`config.mk`:
```
export PLATFORM = sky130hd
export DESIGN_NAME = ebs_strobe_ctrl
export DESIGN_NICKNAME = d
export VERILOG_FILES = /design/src/rtl/ebs_pkg.sv /design/src/rtl/ebs_sync_if.sv /design/src/rtl/ebs_pin_sync.sv /design/src/rtl/ebs_strobe_ctrl.sv
export VERILOG_INCLUDE_DIRS = /design/src /design/src/rtl
export SDC_FILE = /design/constraint.sdc
export NUM_CORES = 1
export LEC_CHECK = 0
export ABC_AREA = 0
export BUFFER_PORTS_ARGS = -buffer_cell sky130_fd_sc_hd__buf_2
export CORE_MARGIN = 2
export CORE_UTILIZATION = 41
export CTS_CLUSTER_DIAMETER = 150
export DETAILED_ROUTE_END_ITERATION = 12
export PLACE_DENSITY_LB_ADDON = 0.2
export SLEW_MARGIN = 20
export SYNTH_ARGS = -nofsm -noshare
export SYNTH_HDL_FRONTEND = slang
export SYNTH_SLANG_ARGS = --single-unit
```
`constraint.sdc`:
```
create_clock -name ref_clk_i -period 1.2 [get_ports ref_clk_i]
set_input_delay 0.06 -clock ref_clk_i [delete_from_list [all_inputs] [get_ports ref_clk_i]]
set_output_delay 0.06 -clock ref_clk_i [all_outputs]
set_load 0.02 [all_outputs]
```
`src/rtl/ebs_params.svh`:
```
// constants for the external bus strobe control block
// Operation
// program select low only during program access
// data select low only during data access
// io select low only during io access
// read/write qualifier low only during writes
// read strobe low on every external read
// output disable low tristates all outputs
// test reset high gives scan control
// boot pin sampled in reset, then flag
// write strobe low on every external write
// access strobe low on every bus cycle
// ready low adds one-cycle wait states
// interface enable high enables bus signals
// disabled interface tristates strobes and qualifier
`ifndef EBS_PARAMS_SVH
`define EBS_PARAMS_SVH
`define EBS_BOOT_BIT    3
`define EBS_SCR_W       16
`define EBS_SCR_RESET   16'h0000
`define EBS_ADDR_W      16
`define EBS_DATA_W      16
`define EBS_SYNC_RESET  4'h4
`endif

```
`src/rtl/ebs_pkg.sv`:
```
// types for the external bus strobe control block
package ebs_pkg;
   typedef enum logic [1:0] {
      EBS_SP_PROG = 2'h0,
      EBS_SP_DATA = 2'h1,
      EBS_SP_IO   = 2'h2
   } ebs_space_t;

   typedef enum logic [1:0] {
      EBS_IDLE   = 2'h0,
      EBS_ACCESS = 2'h1,
      EBS_DONE   = 2'h3
   } ebs_state_t;
endpackage

```
`src/rtl/ebs_sync_if.sv`:
```
// interface carrying synchronised pin levels to the core
`timescale 1ns/10ps
interface ebs_sync_if;
   logic ready;
   logic enable;
   logic off_n;
   logic trst;
   logic boot;
   modport src (output ready, output enable, output off_n, output trst, output boot);
   modport dst (input ready, input enable, input off_n, input trst, input boot);
endinterface
```
`src/rtl/ebs_pin_sync.sv`:
```
// two-flop synchronisers for the asynchronous control pins
`timescale 1ns/10ps
`include "ebs_params.svh"
module ebs_pin_sync (
   input  wire logic ref_clk_i,
   input  wire logic rstn_i,
   input  wire logic ready_i,
   input  wire logic enable_i,
   input  wire logic off_n_i,
   input  wire logic trst_i,
   input  wire logic boot_i,
   ebs_sync_if.src   sync
);
   logic [4:0] meta_reg;
   logic [4:0] meta_next;
   logic [4:0] stab_reg;
   logic [4:0] stab_next;

   always_comb begin
      meta_next = {boot_i, trst_i, off_n_i, enable_i, ready_i};
      stab_next = meta_reg;
   end

   // reset values keep outputs on and test mode off; the strap bit keeps
   // running through reset so its level is settled before release
   always_ff @(posedge ref_clk_i) begin
      meta_reg[4] <= meta_next[4];
      stab_reg[4] <= stab_next[4];
      if (!rstn_i) begin
         meta_reg[3:0] <= `EBS_SYNC_RESET;
         stab_reg[3:0] <= `EBS_SYNC_RESET;
      end else begin
         meta_reg[3:0] <= meta_next[3:0];
         stab_reg[3:0] <= stab_next[3:0];
      end
   end

   assign sync.ready  = stab_reg[0];
   assign sync.enable = stab_reg[1];
   assign sync.off_n  = stab_reg[2];
   assign sync.trst   = stab_reg[3];
   assign sync.boot   = stab_reg[4];
endmodule // ebs_pin_sync

```
`src/rtl/ebs_strobe_ctrl.sv`:
```
// external bus strobe sequencer and pin control
`timescale 1ns/10ps
`include "ebs_params.svh"
module ebs_strobe_ctrl (
   input  wire logic                    ref_clk_i,
   input  wire logic                    rstn_i,
   input  wire logic                    req_i,
   input  wire logic                    req_write_i,
   input  ebs_pkg::ebs_space_t          req_space_i,
   input  wire logic [`EBS_ADDR_W-1:0]  req_addr_i,
   input  wire logic [`EBS_DATA_W-1:0]  req_wdata_i,
   input  wire logic                    flag_i,
   input  wire logic                    ready_i,
   input  wire logic                    external_interface_enable_i,
   input  wire logic                    output_disable_n_i,
   input  wire logic                    test_reset_i,
   input  wire logic                    boot_flag_i,
   input  wire logic [`EBS_DATA_W-1:0]  data_i,
   output logic                         busy_o,
   output logic                         done_o,
   output logic [`EBS_DATA_W-1:0]       rdata_o,
   output logic                         scan_mode_o,
   output logic [`EBS_SCR_W-1:0]        system_control_reg_two_o,
   output logic                         program_space_select_n_o,
   output logic                         data_space_select_n_o,
   output logic                         io_space_select_n_o,
   output logic                         rw_n_o,
   output logic                         read_n_o,
   output logic                         write_n_o,
   output logic                         external_access_strobe_n_o,
   output logic                         ctrl_oe_o,
   output logic [`EBS_ADDR_W-1:0]       addr_o,
   output logic [`EBS_DATA_W-1:0]       data_o,
   output logic                         data_oe_o,
   output logic                         boot_flag_o,
   output logic                         boot_flag_oe_o
);
   import ebs_pkg::*;

   ebs_sync_if sy ();

   ebs_pin_sync u_sync (
      .ref_clk_i (ref_clk_i),
      .rstn_i    (rstn_i),
      .ready_i   (ready_i),
      .enable_i  (external_interface_enable_i),
      .off_n_i   (output_disable_n_i),
      .trst_i    (test_reset_i),
      .boot_i    (boot_flag_i),
      .sync      (sy.src)
   );

   // ***********************************************************
   // bus sequencer
   // ***********************************************************
   ebs_state_t               st_reg,  st_next;
   ebs_space_t               sp_reg,  sp_next;
   logic                     wr_reg,  wr_next;
   logic [`EBS_ADDR_W-1:0]   ad_reg,  ad_next;
   logic [`EBS_DATA_W-1:0]   wd_reg,  wd_next;
   logic [`EBS_DATA_W-1:0]   rd_reg,  rd_next;
   logic                     dn_reg,  dn_next;
   logic                     bz_reg,  bz_next;
   logic                     run;

   function automatic logic sel_n(input logic act, input ebs_space_t s, input ebs_space_t w);
      sel_n = !(act && (s == w));
   endfunction

   // a disabled interface or scan control holds off new cycles
   assign run = sy.enable && !sy.trst; // see

   always_comb begin
      st_next = st_reg;
      sp_next = sp_reg;
      wr_next = wr_reg;
      ad_next = ad_reg;
      wd_next = wd_reg;
      rd_next = rd_reg;
      dn_next = 1'b0;
      case (st_reg)
         EBS_IDLE: begin
            if (req_i && run) begin
               st_next = EBS_ACCESS;
               sp_next = req_space_i;
               wr_next = req_write_i;
               ad_next = req_addr_i;
               wd_next = req_wdata_i;
            end
         end
         EBS_ACCESS: begin
            // ready low stretches the cycle, resampled each clock
            if (sy.ready) begin
               st_next = EBS_DONE;
               if (!wr_reg) begin
                  rd_next = data_i;
               end
               dn_next = 1'b1;
            end
         end
         EBS_DONE: begin
            st_next = EBS_IDLE;
         end
         default: begin
            st_next = EBS_IDLE;
         end
      endcase
      bz_next = (st_next != EBS_IDLE);
   end

   always_ff @(posedge ref_clk_i) begin
      if (!rstn_i) begin
         st_reg <= EBS_IDLE;
         sp_reg <= EBS_SP_PROG;
         wr_reg <= 1'b0;
         ad_reg <= '0;
         wd_reg <= '0;
         rd_reg <= '0;
         dn_reg <= 1'b0;
         bz_reg <= 1'b0;
      end else begin
         st_reg <= st_next;
         sp_reg <= sp_next;
         wr_reg <= wr_next;
         ad_reg <= ad_next;
         wd_reg <= wd_next;
         rd_reg <= rd_next;
         dn_reg <= dn_next;
         bz_reg <= bz_next;
      end
   end

   // ***********************************************************
   // pin drivers
   // ***********************************************************
   logic       act_next;
   logic       ps_n_reg, ds_n_reg, is_n_reg, rw_reg, rdn_reg, wrn_reg, acc_reg;
   logic       ps_n_next, ds_n_next, is_n_next, rw_next, rdn_next, wrn_next, acc_next;
   logic       coe_reg, coe_next, doe_reg, doe_next;
   logic [`EBS_ADDR_W-1:0] ao_reg;
   logic [`EBS_DATA_W-1:0] do_reg;

   always_comb begin
      act_next  = (st_next == EBS_ACCESS);
      ps_n_next = sel_n(act_next, sp_next, EBS_SP_PROG);
      ds_n_next = sel_n(act_next, sp_next, EBS_SP_DATA);
      is_n_next = sel_n(act_next, sp_next, EBS_SP_IO);
      rw_next   = !(act_next && wr_next);
      rdn_next  = !(act_next && !wr_next);
      wrn_next  = !(act_next && wr_next);
      acc_next  = !act_next;
      // off pin overrides everything; the enable releases only the bus
      coe_next  = sy.off_n && sy.enable;                   // see
      doe_next  = coe_next && act_next && wr_next;
   end

   always_ff @(posedge ref_clk_i) begin
      if (!rstn_i) begin
         ps_n_reg <= 1'b1;
         ds_n_reg <= 1'b1;
         is_n_reg <= 1'b1;
         rw_reg   <= 1'b1;
         rdn_reg  <= 1'b1;
         wrn_reg  <= 1'b1;
         acc_reg  <= 1'b1;
         coe_reg  <= 1'b0;
         doe_reg  <= 1'b0;
         ao_reg   <= '0;
         do_reg   <= '0;
      end else begin
         ps_n_reg <= ps_n_next;
         ds_n_reg <= ds_n_next;
         is_n_reg <= is_n_next;
         rw_reg   <= rw_next;
         rdn_reg  <= rdn_next;
         wrn_reg  <= wrn_next;
         acc_reg  <= acc_next;
         coe_reg  <= coe_next;
         doe_reg  <= doe_next;
         ao_reg   <= ad_next;
         do_reg   <= wd_next;
      end
   end

   // ***********************************************************
   // boot strap and flag pin
   // ***********************************************************
   logic [`EBS_SCR_W-1:0] scr_reg, scr_next;
   logic                  flg_reg, flg_next, foe_reg, foe_next, scan_reg, scan_next;

   // the strap is caught by the clock while reset is held, not by the reset itself
   always_comb begin
      scr_next  = scr_reg;
      flg_next  = flag_i;
      foe_next  = sy.off_n;
      scan_next = sy.trst;
      if (!rstn_i) begin
         scr_next = `EBS_SCR_RESET;
         scr_next[`EBS_BOOT_BIT] = sy.boot;
         foe_next = 1'b0;
      end
   end

   always_ff @(posedge ref_clk_i) begin
      scr_reg <= scr_next;
      if (!rstn_i) begin
         flg_reg  <= 1'b0;
         foe_reg  <= 1'b0;
         scan_reg <= 1'b0;
      end else begin
         flg_reg  <= flg_next;
         foe_reg  <= foe_next;
         scan_reg <= scan_next;
      end
   end

   // ***********************************************************
   // outputs
   // ***********************************************************
   assign busy_o                     = bz_reg;
   assign done_o                     = dn_reg;
   assign rdata_o                    = rd_reg;
   assign scan_mode_o                = scan_reg;
   assign system_control_reg_two_o   = scr_reg;
   assign program_space_select_n_o   = ps_n_reg;
   assign data_space_select_n_o      = ds_n_reg;
   assign io_space_select_n_o        = is_n_reg;
   assign rw_n_o                     = rw_reg;
   assign read_n_o                   = rdn_reg;
   assign write_n_o                  = wrn_reg;
   assign external_access_strobe_n_o = acc_reg;
   assign ctrl_oe_o                  = coe_reg;
   assign addr_o                     = ao_reg;
   assign data_o                     = do_reg;
   assign data_oe_o                  = doe_reg;
   assign boot_flag_o                = flg_reg;
   assign boot_flag_oe_o             = foe_reg;
endmodule // ebs_strobe_ctrl

```
==> out/results.tsv <==
stage	metric	value	unit
min_path	WHS Path Cells	3	
global_routing	vias in the first global route	2619	
routing	Routed Antenna Nets	0	
synth	Syn Inst Count	316	
setup_path	FF-to-FF Start	st_reg[1]$_SDFF_PN0_	
global_routing	pin count of the biggest net entering global routing	22	
synth	Synth cell types	36	
sta	Final Max Slew Viols	0	
floorplan	width of the die	88.5	µm
min_path	worst min path class	primary input to register	
routing	DRC viols	0	
setup_path	CP cell instances	buf_6 -> and4bb_4 -> clkbuf_16 -> nand2_2 -> a21oi_2	
clocking	Num Clock Sinks	77	
routing	vias per inst	4.79	
setup_path	Worst path max stage delay	370	ps
setup_path	Crit. End Element	register	
global_routing	antenna violations before repair	0	
sta	Worst Slack Setup Final	-30.0	ps
clocking	TritonCTS buffer count	9	
finish	Final Util	69.2	%
sta	Final Cycle Share	102	%
global_routing	grt total ovfl	0	
clocking	Max Root-Sink Buffers	2	
floorplan	IO Pins	138	
routing	Post-Route WL	8340	µm
min_path	hold path endpoint	u_sync.meta_reg[2]$_SDFF_PN1_	
routing	met3 WL	553	µm
clocking	clk_lat worst skew	340	ps
floorplan	Starting Density	42.8	%
synth	Syn Area/Cell	9.25	µm²
setup_path	Setup Crit Path Kind	register to register	
clocking	CTS root buf	clkbuf_8	
routing	number of detailed-route iterations in the first pass	4	
setup_path	CP startpoint kind	register	
setup_path	Reg2Reg Depth	5	
routing	Iter 0 DRT Violations	105	
finish	commonest non-fill, non-tap cells in the layout	buf_2 (122), dfxtp_1 (73), dlygate4sd3_1 (57)	
setup_path	WP data required	1480	ps
routing	DR WL/cell	13.7	µm
placement	dpl hpwl	4780	µm
clocking	Clock Pin Slew Worst Setup and Hold Paths	70	ps
sta	endpoints failing setup	7	
sta	clk_skew	4.61	ps
setup_path	reg2reg end	rdata_o[14]$_SDFFE_PN0P_	
setup_path	highest net fanout along the worst path	8	
floorplan	Die Height	88.5	µm
global_routing	first-pass GRT wire length	11800	µm
routing	highest metal used	met4	
setup_path	Crit-path slowest cell	and4bb_4	
finish	commonest non-fill, non-tap cell in the layout	buf_2	
sta	Fin Hold WS	67.3	ps
routing	wire length on met1	3550	µm
floorplan	Core ar.	6830	µm²
clocking	CTS tree	built	
routing	DR WL met2	4090	µm
outcome	failing checks	setup timing	
synth	sequential element share of the synthesized area	53.1	%
placement	GPL Wtd Cong	0.764	
outcome	status	finished, violations left	
sta	min Tclk post-route	1230	ps
finish	Final Net Count	568	
placement	dpl ws	-67.6	ps
setup_path	flop2flop setup slack	-30	ps
synth	Cell Area, Synth	2920	µm²
sta	Fin. Hold Viols	0	
placement	port bufs	122	
floorplan	row cnt	30	
global_routing	gr usage total	19.5	%
power	PD cells	1050	nW/µm²
power	Leak	2.05	nW
job	Max-Cap Viols	0	
finish	area grow syn2layout	61.6	%
synth	Seq cells post-synth	77	
synth	synth warn	0	
finish	Inserted Diodes	0	
clocking	H-Tree Depth	3	
sta	RSZ-0062 raised after global routing	yes	
setup_path	Worst Path Arrival	1510	ps
floorplan	total die area	7820	µm²
finish	share of layout cells above drive strength 1	44.4	%
sta	fmax	813	MHz
power	maximum vdd drop	0.000651	V
finish	layout filler cell count	566	
routing	DR vias	2905	
min_path	Min-Delay Startpoint	rstn_i	
-- per-stage QoR --
stage	setup TNS [ps]	cells	area [µm²]	total power (W)
6_report	-86.1	607	4730	0.00498
5_1_grt	-1510	607	4730	0.00519
4_1_cts	0	602	4450	0.00498
3_5_place_dp	-760	530	3680	0.00313
3_3_place_gp	-3.03	530	3680	0.00313
2_1_floorplan	0	330	2980	0.00297
-- cell families after synthesis --
family,after synthesis,share of synthesized area (%)
compound gates,97,18.8
buf+inv,45,10.4
flops,77,53.1
other cells,1,0.128
simple gates,96,17.6
-- what timing repair did --
item / 4_1_cts / 5_1_grt
endpoints found under the hold margin: 57 / 0
endpoints found under the setup margin: 35 / 50
hold buffers: 57 / 0
buffers inserted: 1 / 2
pin swaps: 0 / 19
cloned: 0 / 3
resized for setup: 4 / 48
-- layout make-up --
class / count / area, µm² / area share [%]
clock buffers: 12 / 155 / 3.28
clock inverters: 2 / 10.0 / 0.212
inverters: 3 / 11.3 / 0.238
multi-input cells: 208 / 1300 / 27.4
flip-flops and latches: 77 / 1560 / 32.9
well taps: 96 / 120 / 2.54
repair buffers: 209 / 1580 / 33.4
-- worst max-delay path by stage --
stage,to,start
2_1_floorplan,data_o[0]$_SDFFE_PN0P_,st_reg[0]$_SDFF_PN0_
3_3_place_gp,data_oe_o$_SDFF_PN0_,u_sync.stab_reg[3]$_SDFF_PN0_
3_5_place_dp,data_o[15]$_SDFFE_PN0P_,u_sync.stab_reg[3]$_SDFF_PN0_
4_1_cts,data_oe_o$_SDFF_PN0_,u_sync.stab_reg[3]$_SDFF_PN0_
5_1_grt,rdata_o[14]$_SDFFE_PN0P_,st_reg[1]$_SDFF_PN0_
6_report,rdata_o[14]$_SDFFE_PN0P_,st_reg[1]$_SDFF_PN0_
-- synth_stat cells --
cell type | count | area share, %
and4bb_1 | 1 | 0.43
nand2b_1 | 4 | 0.86
o21ai_2 | 1 | 0.30
and2_1 | 9 | 1.9
nor4_1 | 2 | 0.43
nand2_1 | 23 | 3.0
buf_1 | 1 | 0.13
and4_1 | 1 | 0.30
dfxtp_1 | 76 | 52
a21oi_1 | 43 | 7.4
buf_12 | 1 | 0.68
a21o_1 | 1 | 0.26
buf_6 | 5 | 1.9
buf_4 | 18 | 4.6
nand2_2 | 10 | 2.1
edfxtp_1 | 1 | 1.0
a21oi_2 | 10 | 3.0
nor2_1 | 3 | 0.39
nor2_2 | 1 | 0.21
o211a_1 | 1 | 0.34
nand3b_1 | 2 | 0.51
nand4bb_1 | 1 | 0.39
a211oi_1 | 1 | 0.26
a211oi_2 | 1 | 0.43
and3b_1 | 1 | 0.30
inv_1 | 1 | 0.13
nand3_1 | 35 | 6.0
clkbuf_1 | 5 | 0.64
o21a_1 | 2 | 0.51
nand3_2 | 1 | 0.34
inv_2 | 2 | 0.26
buf_2 | 12 | 2.1
or2_1 | 1 | 0.21
conb_1 | 1 | 0.13
o21ai_1 | 37 | 6.3
nor2b_1 | 1 | 0.21
-- layer usage --
layer | vias to the layer above | GRT usage [%]
met2 | 116 | 32.4
li1 | 1435 | -
met5 | - | 0
met4 | 0 | 8.95
met1 | 1336 | 23.9
met3 | 18 | 4.94
-- power by group --
part           total (W)  switching, W  leakage [nW]  internal (W)
clock network    0.00170      0.000860        0.0881      0.000835
logic           0.000646      0.000319          1.33      0.000327
registers        0.00264     0.0000229         0.628       0.00262
-- critical path, delay by kind of cell (launching register included) --
| family | cells | cell delay, ps |
|---|---|---|
| simple gates | 2 | 430 |
| flops | 1 | 320 |
| buf+inv | 2 | 290 |
| compound gates | 1 | 120 |
Note: power is estimated with default switching activity, not from simulation.
